File: src/lsr_pkg.sv
// Constants, object map and state types for the limit switch reaction block.
// Assumes a single 10 MHz clock domain shared by every user of this package.
package lsr_pkg;
    // Object indices and subindices
    localparam logic [15:0] IDX_LIMIT_CODE = 16'h3701;
    localparam logic [15:0] IDX_HW_INFO = 16'h4012;
    localparam logic [15:0] IDX_HW_CONFIG = 16'h4013;
    localparam logic [15:0] IDX_OP_COND = 16'h4014;
    localparam logic [15:0] IDX_SPECIAL = 16'h4015;
    localparam logic [7:0] SUB_COUNT = 8'h00;
    localparam logic [7:0] SUB_1 = 8'h01;
    localparam logic [7:0] SUB_2 = 8'h02;
    localparam logic [7:0] SUB_3 = 8'h03;
    localparam logic [7:0] SUB_4 = 8'h04;
    localparam logic [7:0] SUB_5 = 8'h05;
    // Entry counts read at subindex 0
    localparam logic [31:0] HW_INFO_ENTRIES = 32'h0000_0001;
    localparam logic [31:0] HW_CONFIG_ENTRIES = 32'h0000_0001;
    localparam logic [31:0] OP_COND_ENTRIES = 32'h0000_0005;
    localparam logic [31:0] SPECIAL_ENTRIES = 32'h0000_0002;
    // Reset values
    localparam logic [15:0] LIMIT_CODE_RESET = 16'hFFFF;
    localparam logic [31:0] HW_CONFIG_RESET = 32'h0000_0000;
    localparam logic [7:0] SPECIAL_CFG_RESET = 8'h00;
    localparam logic [7:0] SPECIAL_SEL_RESET = 8'h00;
    // Special drive mode switch values
    localparam logic [7:0] SPECIAL_OFF = 8'h00;
    localparam logic [7:0] SPECIAL_ON = 8'h02;
    // Limit switch reaction codes
    localparam logic [15:0] CODE_DISCARD = 16'hFFFE;
    localparam logic [15:0] CODE_KEEP = 16'hFFFF;
    localparam logic [15:0] CODE_COAST = 16'h0000;
    localparam logic [15:0] CODE_SLOW_SOD = 16'h0001;
    localparam logic [15:0] CODE_QUICK_SOD = 16'h0002;
    localparam logic [15:0] CODE_SLOW_QSA = 16'h0005;
    localparam logic [15:0] CODE_QUICK_QSA = 16'h0006;
    // Status word warning bit
    localparam int WARNING_BIT = 7;
    // Number of limit switch inputs
    localparam int NUM_SWITCHES = 2;

    // Power state as seen from outside
    typedef enum logic [1:0] {
        PS_SWITCH_ON_DISABLED,
        PS_OPERATION_ENABLED,
        PS_QUICK_STOP_ACTIVE
    } lsr_power_type;
endpackage : lsr_pkg

File: src/lsr_react_if.sv
// Carrier between the object dictionary and the stop reaction sequencer.
// Assumes both ends run on the same clock.
`timescale 1ns/100ps
interface lsr_react_if;
    import lsr_pkg::*;
    logic trip;
    logic [15:0] code;
    logic ramp_done;
    logic enable_req;
    lsr_power_type power_state;
    logic stage_on;
    logic ramp_slow;
    logic ramp_quick;

    modport ctrl (output trip, output code, output ramp_done, output enable_req,
                  input power_state, input stage_on, input ramp_slow, input ramp_quick);
    modport seq (input trip, input code, input ramp_done, input enable_req,
                 output power_state, output stage_on, output ramp_slow, output ramp_quick);
endinterface : lsr_react_if

File: src/lsr_top.sv
// Limit switch reaction, hardware information and special mode objects.
// Assumes switch pins are asynchronous; all other inputs share the clock.
`timescale 1ns/100ps
// How it works
// RL1: A switch trip latches the position and sets status word bit 7 warning.
// RL2: A trip with code 1, 2, 5 or 6 moves the power state to quick stop active and runs the reaction.
// RL3: Reaction code is signed 16-bit, default -1: no stop, keep latched position.
// RL4: Code -2 takes no stop and discards the latched position.
// RL5: Code 0 cuts the power stage at once and enters switch on disabled.
// RL6: Codes 1 and 2 brake on slow or quick ramp, then switch on disabled.
// RL7: Codes 5 and 6 brake, then hold quick stop energised; re-enable allowed.
// RL8: Hardware info reports memory size in bytes, read-only; zero means none.
// RL9: Five read-only signed entries; 1 and 2 are supply voltages in mV.
// RL10: Entry 3 board temperature, 5 processor temperature in tenths; 4 reserved.
// RL11: One read/write 32-bit configuration word, default zero, no function.
// RL12: An object switches the special drive modes on or off.
// RL13: Writing 0 turns special modes off, 2 on with mode from entry 2.
// RL14: Reaction codes outside the defined set are rejected, old value kept.
module lsr_top
    import lsr_pkg::*;
(
    // Clock and reset
    input wire logic clock,
    input wire logic rst_b,
    // Object access port
    input wire logic obj_rd,
    input wire logic obj_wr,
    input wire logic [15:0] obj_index,
    input wire logic [7:0] obj_sub,
    input wire logic [31:0] obj_wdata,
    output logic [31:0] obj_rdata,
    output logic obj_ack,
    output logic obj_err,
    // Limit switch pins and motion inputs
    input wire logic [NUM_SWITCHES-1:0] limit_sw,
    input wire logic [31:0] actual_position,
    input wire logic ramp_done,
    input wire logic enable_req,
    input wire logic warning_clear,
    // Measurements and hardware facts
    input wire logic [31:0] nvm_size_bytes,
    input wire logic [31:0] power_supply_voltage,
    input wire logic [31:0] logic_supply_voltage,
    input wire logic [31:0] board_temperature,
    input wire logic [31:0] cpu_temperature,
    // Drive outputs
    output logic [15:0] status_word,
    output logic [31:0] limit_position,
    output logic limit_position_valid,
    output lsr_power_type power_state,
    output logic power_stage_on,
    output logic ramp_slow,
    output logic ramp_quick,
    output logic special_modes_on,
    output logic [7:0] special_mode_sel,
    output logic [31:0] hardware_config_word
);
    lsr_react_if rif ();

    logic [NUM_SWITCHES-1:0] sync1_q;
    logic [NUM_SWITCHES-1:0] sync2_q;
    logic [NUM_SWITCHES-1:0] sync3_q;
    logic [NUM_SWITCHES-1:0] level_q;
    logic [NUM_SWITCHES-1:0] level_d;
    logic [NUM_SWITCHES-1:0] rise;
    logic [15:0] code_q;
    logic [31:0] hwcfg_q;
    logic [7:0] spcfg_q;
    logic [7:0] spsel_q;
    logic spon_q;
    logic warn_q;
    logic [31:0] pos_q;
    logic pos_valid_q;
    logic [31:0] rdata_q;
    logic ack_q;
    logic err_q;

    // Three-stage sync; a level counts once stages two and three agree
    genvar gi;
    generate
        for (gi = 0; gi < NUM_SWITCHES; gi = gi + 1) begin : g_sw
            assign level_d[gi] = (sync2_q[gi] == sync3_q[gi]) ? sync3_q[gi] : level_q[gi];
            assign rise[gi] = level_d[gi] && !level_q[gi];
        end
    endgenerate

    always_ff @(posedge clock or negedge rst_b) begin
        if (!rst_b) begin
            sync1_q <= '0;
            sync2_q <= '0;
            sync3_q <= '0;
            level_q <= '0;
        end else begin
            sync1_q <= limit_sw;
            sync2_q <= sync1_q;
            sync3_q <= sync2_q;
            level_q <= level_d;
        end
    end

    wire logic trip = |rise;

    // Access decode
    wire logic hit_code = (obj_index == IDX_LIMIT_CODE) && (obj_sub == SUB_COUNT);
    wire logic hit_info = obj_index == IDX_HW_INFO;
    wire logic hit_cfg = obj_index == IDX_HW_CONFIG;
    wire logic hit_cond = obj_index == IDX_OP_COND;
    wire logic hit_spec = obj_index == IDX_SPECIAL;
    wire logic [15:0] wcode = obj_wdata[15:0];
    wire logic code_ok = (wcode == CODE_DISCARD) || (wcode == CODE_KEEP) ||
                         (wcode == CODE_COAST) || (wcode == CODE_SLOW_SOD) ||
                         (wcode == CODE_QUICK_SOD) || (wcode == CODE_SLOW_QSA) ||
                         (wcode == CODE_QUICK_QSA); // see RL14
    wire logic sp_ok = (obj_wdata[7:0] == SPECIAL_OFF) || (obj_wdata[7:0] == SPECIAL_ON);
    wire logic wr_code = obj_wr && hit_code && code_ok;
    wire logic wr_cfg = obj_wr && hit_cfg && (obj_sub == SUB_1);
    wire logic wr_spcfg = obj_wr && hit_spec && (obj_sub == SUB_1) && sp_ok;
    wire logic wr_spsel = obj_wr && hit_spec && (obj_sub == SUB_2);
    wire logic wr_ok = wr_code || wr_cfg || wr_spcfg || wr_spsel;

    // Read mux; reserved entry 4 reads zero
    logic [31:0] rd_val;
    logic rd_hit;
    always_comb begin
        rd_val = 32'h0000_0000;
        rd_hit = 1'b1;
        if (hit_code) begin
            rd_val = {{16{code_q[15]}}, code_q};
        end else if (hit_info && (obj_sub == SUB_COUNT)) begin
            rd_val = HW_INFO_ENTRIES;
        end else if (hit_info && (obj_sub == SUB_1)) begin
            rd_val = nvm_size_bytes; // see RL8
        end else if (hit_cfg && (obj_sub == SUB_COUNT)) begin
            rd_val = HW_CONFIG_ENTRIES;
        end else if (hit_cfg && (obj_sub == SUB_1)) begin
            rd_val = hwcfg_q; // see RL11
        end else if (hit_cond && (obj_sub == SUB_COUNT)) begin
            rd_val = OP_COND_ENTRIES; // see RL9
        end else if (hit_cond && (obj_sub == SUB_1)) begin
            rd_val = power_supply_voltage; // see RL9
        end else if (hit_cond && (obj_sub == SUB_2)) begin
            rd_val = logic_supply_voltage; // see RL9
        end else if (hit_cond && (obj_sub == SUB_3)) begin
            rd_val = board_temperature; // see RL10
        end else if (hit_cond && (obj_sub == SUB_4)) begin
            rd_val = 32'h0000_0000; // see RL10
        end else if (hit_cond && (obj_sub == SUB_5)) begin
            rd_val = cpu_temperature; // see RL10
        end else if (hit_spec && (obj_sub == SUB_COUNT)) begin
            rd_val = SPECIAL_ENTRIES;
        end else if (hit_spec && (obj_sub == SUB_1)) begin
            rd_val = {24'h00_0000, spcfg_q};
        end else if (hit_spec && (obj_sub == SUB_2)) begin
            rd_val = {24'h00_0000, spsel_q};
        end else begin
            rd_hit = 1'b0;
        end
    end

    // Writable objects; invalid values leave the old setting
    always_ff @(posedge clock or negedge rst_b) begin
        if (!rst_b) begin
            code_q <= LIMIT_CODE_RESET; // see RL3
            hwcfg_q <= HW_CONFIG_RESET; // see RL11
            spcfg_q <= SPECIAL_CFG_RESET;
            spsel_q <= SPECIAL_SEL_RESET;
            spon_q <= 1'b0;
        end else begin
            if (wr_code) code_q <= wcode; // see RL3
            if (wr_cfg) hwcfg_q <= obj_wdata; // see RL11
            if (wr_spcfg) spcfg_q <= obj_wdata[7:0]; // see RL13
            if (wr_spcfg) spon_q <= obj_wdata[7:0] == SPECIAL_ON; // see RL13
            if (wr_spsel) spsel_q <= obj_wdata[7:0]; // see RL12
        end
    end

    // Access answer, one cycle after the request
    always_ff @(posedge clock or negedge rst_b) begin
        if (!rst_b) begin
            rdata_q <= 32'h0000_0000;
            ack_q <= 1'b0;
            err_q <= 1'b0;
        end else begin
            rdata_q <= obj_rd ? rd_val : 32'h0000_0000;
            ack_q <= (obj_rd && rd_hit) || wr_ok;
            err_q <= (obj_rd && !rd_hit) || (obj_wr && !wr_ok);
        end
    end

    // Warning and position latch; a trip beats a clear in the same cycle
    always_ff @(posedge clock or negedge rst_b) begin
        if (!rst_b) begin
            warn_q <= 1'b0;
            pos_q <= 32'h0000_0000;
            pos_valid_q <= 1'b0;
        end else begin
            if (trip) warn_q <= 1'b1; // see RL1
            else if (warning_clear) warn_q <= 1'b0;
            if (trip && (code_q == CODE_DISCARD)) begin
                pos_valid_q <= 1'b0; // see RL4
            end else if (trip) begin
                pos_q <= actual_position; // see RL1
                pos_valid_q <= 1'b1; // see RL3
            end
        end
    end

    // Hand the trip to the sequencer
    assign rif.trip = trip; // see RL2
    assign rif.code = code_q;
    assign rif.ramp_done = ramp_done;
    assign rif.enable_req = enable_req;

    lsr_react_seq u_seq (
        .clock(clock),
        .rst_b(rst_b),
        .rif(rif)
    );

    assign obj_rdata = rdata_q;
    assign obj_ack = ack_q;
    assign obj_err = err_q;
    assign status_word = {8'h00, warn_q, 7'h00} >> (7 - WARNING_BIT);
    assign limit_position = pos_q;
    assign limit_position_valid = pos_valid_q;
    assign power_state = rif.power_state;
    assign power_stage_on = rif.stage_on;
    assign ramp_slow = rif.ramp_slow;
    assign ramp_quick = rif.ramp_quick;
    assign special_modes_on = spon_q; // see RL13
    assign special_mode_sel = spsel_q;
    assign hardware_config_word = hwcfg_q;
endmodule : lsr_top

File: src/lsr_react_seq.sv
// Stop reaction sequencer: power state, power stage and ramp requests.
// Assumes the trip pulse is synchronous and the reaction code already valid.
`timescale 1ns/100ps
module lsr_react_seq
    import lsr_pkg::*;
(
    // Clock and reset
    input wire logic clock,
    input wire logic rst_b,
    // Reaction carrier
    lsr_react_if.seq rif
);
    typedef enum logic [1:0] {
        SQ_IDLE,
        SQ_BRAKE,
        SQ_HOLD
    } lsr_seq_type;

    lsr_seq_type seq_q;
    lsr_seq_type seq_d;
    lsr_power_type ps_q;
    lsr_power_type ps_d;
    logic stage_q;
    logic stage_d;
    logic slow_q;
    logic slow_d;
    logic quick_q;
    logic quick_d;
    logic [15:0] code_q;
    logic [15:0] code_d;

    // Classify the code frozen at the trip
    wire logic code_ramp = (rif.code == CODE_SLOW_SOD) || (rif.code == CODE_QUICK_SOD) ||
                           (rif.code == CODE_SLOW_QSA) || (rif.code == CODE_QUICK_QSA);
    wire logic code_slow = (rif.code == CODE_SLOW_SOD) || (rif.code == CODE_SLOW_QSA);
    wire logic held_stays = (code_q == CODE_SLOW_QSA) || (code_q == CODE_QUICK_QSA);
    wire logic trip_live = rif.trip && (ps_q == PS_OPERATION_ENABLED);

    // Next state; a trip only acts while operating
    always_comb begin
        seq_d = seq_q;
        ps_d = ps_q;
        stage_d = stage_q;
        slow_d = slow_q;
        quick_d = quick_q;
        code_d = code_q;
        case (seq_q)
            SQ_IDLE: begin
                if (trip_live && (rif.code == CODE_COAST)) begin
                    ps_d = PS_SWITCH_ON_DISABLED; // see RL5
                    stage_d = 1'b0; // see RL5
                end else if (trip_live && code_ramp) begin
                    ps_d = PS_QUICK_STOP_ACTIVE; // see RL2
                    seq_d = SQ_BRAKE;
                    code_d = rif.code;
                    slow_d = code_slow; // see RL6
                    quick_d = !code_slow; // see RL6
                end else if (rif.enable_req && (ps_q == PS_SWITCH_ON_DISABLED)) begin
                    ps_d = PS_OPERATION_ENABLED;
                    stage_d = 1'b1;
                end
            end
            SQ_BRAKE: begin
                if (rif.ramp_done) begin
                    slow_d = 1'b0;
                    quick_d = 1'b0;
                    if (held_stays) begin
                        seq_d = SQ_HOLD; // see RL7
                    end else begin
                        seq_d = SQ_IDLE;
                        ps_d = PS_SWITCH_ON_DISABLED; // see RL6
                        stage_d = 1'b0;
                    end
                end
            end
            SQ_HOLD: begin
                // Motor stays energised until operation is re-enabled
                if (rif.enable_req) begin
                    seq_d = SQ_IDLE;
                    ps_d = PS_OPERATION_ENABLED; // see RL7
                end
            end
            default: begin
                seq_d = SQ_IDLE;
            end
        endcase
    end

    // State registers
    always_ff @(posedge clock or negedge rst_b) begin
        if (!rst_b) begin
            seq_q <= SQ_IDLE;
            ps_q <= PS_SWITCH_ON_DISABLED;
            stage_q <= 1'b0;
            slow_q <= 1'b0;
            quick_q <= 1'b0;
            code_q <= LIMIT_CODE_RESET;
        end else begin
            seq_q <= seq_d;
            ps_q <= ps_d;
            stage_q <= stage_d;
            slow_q <= slow_d;
            quick_q <= quick_d;
            code_q <= code_d;
        end
    end

    assign rif.power_state = ps_q;
    assign rif.stage_on = stage_q;
    assign rif.ramp_slow = slow_q;
    assign rif.ramp_quick = quick_q;
endmodule : lsr_react_seq

File: config.mk
export PLATFORM = sky130hd
export DESIGN_NAME = lsr_top
export DESIGN_NICKNAME = d
export VERILOG_FILES = /design/src/lsr_pkg.sv /design/src/lsr_react_if.sv /design/src/lsr_top.sv /design/src/lsr_react_seq.sv
export SDC_FILE = /design/constraint.sdc
export NUM_CORES = 1
export LEC_CHECK = 0
export ABC_AREA = 1
export BUFFER_PORTS_ARGS = -buffer_cell sky130_fd_sc_hd__buf_2
export CORE_ASPECT_RATIO = 0.8
export CORE_MARGIN = 3
export CORE_UTILIZATION = 44
export DETAILED_ROUTE_END_ITERATION = 7
export PLACE_DENSITY = 0.78
export SYNTH_ARGS = -nofsm -noshare
export SYNTH_HDL_FRONTEND = slang
export SYNTH_SLANG_ARGS = --single-unit
File: constraint.sdc
create_clock -name clock -period 1.8 [get_ports clock]
set_input_delay 0.09 -clock clock [delete_from_list [all_inputs] [get_ports clock]]
set_output_delay 0.09 -clock clock [all_outputs]
set_load 0.05 [all_outputs]
[After elaboration in Yosys (flattened, before gate mapping)]
Index checks and enable logic that the tools add are counted.
Widths: inputs -> output; s select.
Storage, ports and cells
  bits in registers: 164
  input bits: 257
  output and inout bits: 129
Cells by class
  eq/ne operators: 37
  muxes and demuxes: 61
  bitwise gates (word level): 2
  reductions and logical operators: 71
Operator list (count)
  $mux 32: 12
  $eq 16x3->1 const B: 6
  $eq 16x15->1 const B: 4
  $eq 16x16->1 const B: 3
  $eq 16x1->1 const B: 2
  $eq 16x2->1 const B: 2
  $logic_and 1x1->1: 32
  $logic_not 16->1: 2
  $mux 1: 30
  $eq 8x2->1 const B: 3
  $mux 8: 3
  $mux 2: 11
  $logic_or 1x1->1: 17
  $eq 16x14->1 const B: 1
  $eq 8x3->1 const B: 2
  $logic_not 8->1: 2
  $pmux 2 s3: 2
  $reduce_and 5->1: 2
  $eq 8x1->1 const B: 1
  $ne 2x2->1 const B: 4
  $reduce_and 4->1: 2
  $pmux 1 s2: 3
  $reduce_bool 2->1: 3
  $logic_not 1->1: 5
  13 further kinds: 17

[Logic depth before layout (Yosys ltp)]
  depth after elaboration: 19
  depth in mapped cells: 17
  mapped depth without buffers: 16

[By module]
A second synthesis with hierarchy kept.
Unflattened totals
  cells, all modules: 1174
  area, all modules: 8973.6 µm²
By module, submodules not included
  lsr_top: instances 1, cells each 1003, area each 7693.6 µm², sequential area each 3548.4 µm²
  lsr_react_seq: instances 1, cells each 171, area each 1280.0 µm², sequential area each 595.6 µm²

[Least setup slack after synthesis]
Ideal clock, no wire load.
  kind: register to register
  start: reg code_q[1]
  end: reg pos_q[23] (netlist: limit_position[23])
  setup time: 125 ps
  data arrival time: 1796 ps
  setup slack: -121 ps
  cell stages (with the launch flop): 5
  path buffers: 1
  path through: dfstp_2 nand4_1 o41ai_2 buf_4 mux2_2
On the way
  cells in the longest elaborated chain, start to end: 4
RTL lines
  start: declaration: RTL line lsr_top.sv:66  | logic [15:0] code_q;
  start signal: assignment: RTL line lsr_top.sv:169  | if (wr_code) code_q <= wcode;
  $eq 16x16->1: RTL line lsr_top.sv:199  | if (trip && (code_q == CODE_DISCARD)) begin
  $logic_and 1x1->1: RTL line lsr_top.sv:199
  $not 1->1 (no source line)
  $reduce_and 2->1 (no source line)
  end signal: assignment: RTL line lsr_top.sv:202  | pos_q <= actual_position;
  end: declaration: RTL line lsr_top.sv:72  | logic [31:0] pos_q;
No other way between the ends.
A chain may end at the register's enable or synchronous reset.

[Worst setup path after layout]
  start: reg code_q[10]
  end: reg pos_q[23] (netlist: limit_position[23])
The elaborated chain is that of the path after synthesis.

==> flow_metrics.tcl <==
set metrics [dict create \
    critPathKind "reg2reg" \
    die_w_um 164 \
    nets 1915 \
    total_power_mw 9.94 \
    clock-sinks 164 \
    syn2layout_area_growth_pct 49.1 \
    whs_ns 0.0134 \
    synth_flop_cell "dfrtp_1" \
    cts_root_buffer "clkbuf_16" \
    hold_viol_final 0 \
    antenna_found_initial 7 \
    power_frac_clock_pct 35.7 \
    tritoncts "built" \
    synthArstFlopShare_pct 100 \
    yosys.area.top_type "dfrtp_1" \
    grt_max_degree 55 \
    first_pass_iters 6 \
    yosysSeqAreaShare_pct 46.9 \
    violations "setup timing" \
    crit_path_max_fanout 33 \
    grt_pass1_wl_um 51600 \
    drv_cap 0 \
    clockBufferDepth 2 \
    drt.antenna.violating_nets 0 \
    power_leakage_nw 7.24 \
    cts_made_buffers 17 \
    synth_enable_flop_cells 0 \
    layout_commonest_cell "buf_2" \
    synth_top_area_share_pct 37.4 \
    netlist_top_cells_area "dfrtp_1 37%, nand2_1 15%, dfstp_2 9.5%" \
    ys_types 41 \
    irDropWorstVdd_v 0.000652 \
    vias 9797 \
    totalWireLength_um 34300 \
    critPathLaunchType "flip-flop" \
    slew_headroom_pct 62.9 \
    port_buffers 370 \
    clock_latency_ns 0.43 \
    rows 45 \
    wl_per_cell_um 17.8 \
    arrival_ns 2.21 \
    tightest_slew_ns 0.552 \
    ctsHtreeMaxLevel 4 \
    max_freq_mhz 524 \
    netlist_instances 1141 \
    worst_clock_skew_ns 0.0114 \
    initial_core_util_pct 45.7 \
    netlist_area_sq_um 8830 \
    clk_pin_slew_worst_paths_ns 0.08 \
    swShare_pct 34.2 \
    drtIter0Drc 1057 \
    worstPathRequired_ns 2.10 \
    combPwrFrac_pct 23.5 \
    grt_setup_unrepaired "true" \
    drc 0 \
    power_density_nw_per_um2 755 \
    grt_pass1_vias 9784 \
    status "finished, violations left" \
    syn_area_per_cell_sq_um 7.74 \
    holdCritPathClass "in2reg" \
    ys_seq_elements 164 \
    die_area_sq_um 21800 \
    viasPerCell 5.07 \
    period_share_pct 106 \
    core_area_sq_um 19300 \
    crit_path_end_kind "flip-flop" \
    setup_ws_ns -0.110 \
    drive_gt1_share_pct 36.3 \
    track_usage_pct 30.2 \
    slew_viol_final 0 \
    die_h_um 133 \
    switchingPower_mw 3.40 \
    grt-ovfl-total 0 \
    fin_tns_setup_ns -3.68 \
    dpl.hpwl_um 24700 \
    most-common-layout-cells "369 x buf_2, 354 x nand2_1, 137 x nor2_1, 132 x dfrtp_1, 113 x inv_1" \
    period_needed_ns 1.91 \
    p_seq_share_pct 40.7 \
    synth_warnings 0 \
    setup_viol 53 \
    io-pin-count 386 \
    r2r_slack_ns -0.11 \
    p_int_mw 6.54 \
    gp_congestion 0.957 \
]
## critical path, cell delays in order (launching register included)
cell	delay (ns)
dfstp_2	0.55
nand4_1	0.16
o41ai_4	0.43
buf_12	0.25
mux2_2	0.37
## state kept, by name (all words and copies together), names as in the netlist, 8 cells and up
register and flops:
special_mode_sel 8, spcfg_q 8, hardware_config_word 32, code_q 16
u_seq.code_q 16, obj_rdata 32, limit_position 32
## per-layer routing
layer	routed length [um]	GRT usage (%)	up-vias
met5	0	0	-
met4	1550	14.4	0
met3	2640	6.92	105
met2	16800	51.1	495
met1	13400	36.4	4588
li1	-	-	4609
## path summary, 6_finish.rpt
path	from	end	depth (start not counted)
max	code_q[10]	limit_position[23]	4
min	nvm_size_bytes[4]	obj_rdata[4]	5
max reg2reg	code_q[10]	limit_position[23]	4
min reg2reg	sync1_q[1]	sync2_q[1]	0
max in group asynchronous	rst_b	code_q[7]	3
min in group asynchronous	rst_b	obj_rdata[8]	2
## repair_timing
item,CTS,global route
gates resized for setup,16,41
gates cloned,1,0
setup endpoints to repair,54,61
endpoints found under the hold margin,127,0
buffers inserted,2,3
pin swaps,11,11
hold buffers,78,0
## synth_stat cells (8+ instances only)
cell,n
nand2_1,357
nor2_1,151
dfrtp_1,132
inv_1,113
nand4_1,53
nand3_1,49
o21ai_0,48
dfstp_2,32
mux2_2,26
buf_2,23
mux2_1,22
or2_0,21
buf_4,20
a21oi_1,18
clkbuf_1,11
nor3_1,8
## power groups by stage
stage / logic [mW] / registers, mW / clock network, mW
final: 2.34 / 4.05 / 3.55
after detailed placement: 1.97 / 4.08 / 0
after global placement: 1.93 / 4.07 / 0
after CTS: 2.15 / 4.02 / 3.58
after global routing: 2.46 / 4.07 / 3.78
after floorplan: 0.559 / 4.75 / 0
## layout make-up
type | instances | area (sq um)
fill | 1564 | 6140
inverter | 119 | 449
timing repair buffer | 540 | 3530
clock buffer | 18 | 439
tap | 258 | 323
multi-input combinational | 811 | 4130
sequential | 164 | 4140
antenna | 8 | 20.0
clock inverter | 14 | 133
## kinds of logic (layout without fill, tap and decap cells)
logic type	after synthesis	count (layout)	share of synthesized area (%)
flops	164	164	46.9
buf+inv	180	691	9.11
fa+ha+maj	7	7	0.935
other cells	1	23	0.0425
simple gates	663	663	32.2
mux	49	49	6.23
compound gates	77	77	4.60
## per-stage QoR
| stage | worst slack [ns] | area (sq um) | std cells | utilization [%] |
|---|---|---|---|---|
| after CTS | -0.0941 | 13000 | 1921 | 67.2 |
| after floorplan | -0.0435 | 8900 | 1155 | - |
| after global placement | -0.135 | 11600 | 1808 | 59.8 |
| final | -0.110 | 13200 | 1932 | 68.2 |
| after detailed placement | -0.245 | 11600 | 1808 | 59.8 |
| after global routing | -0.233 | 13200 | 1931 | 68.2 |
No activity file was read; power rests on OpenSTA's default activity.
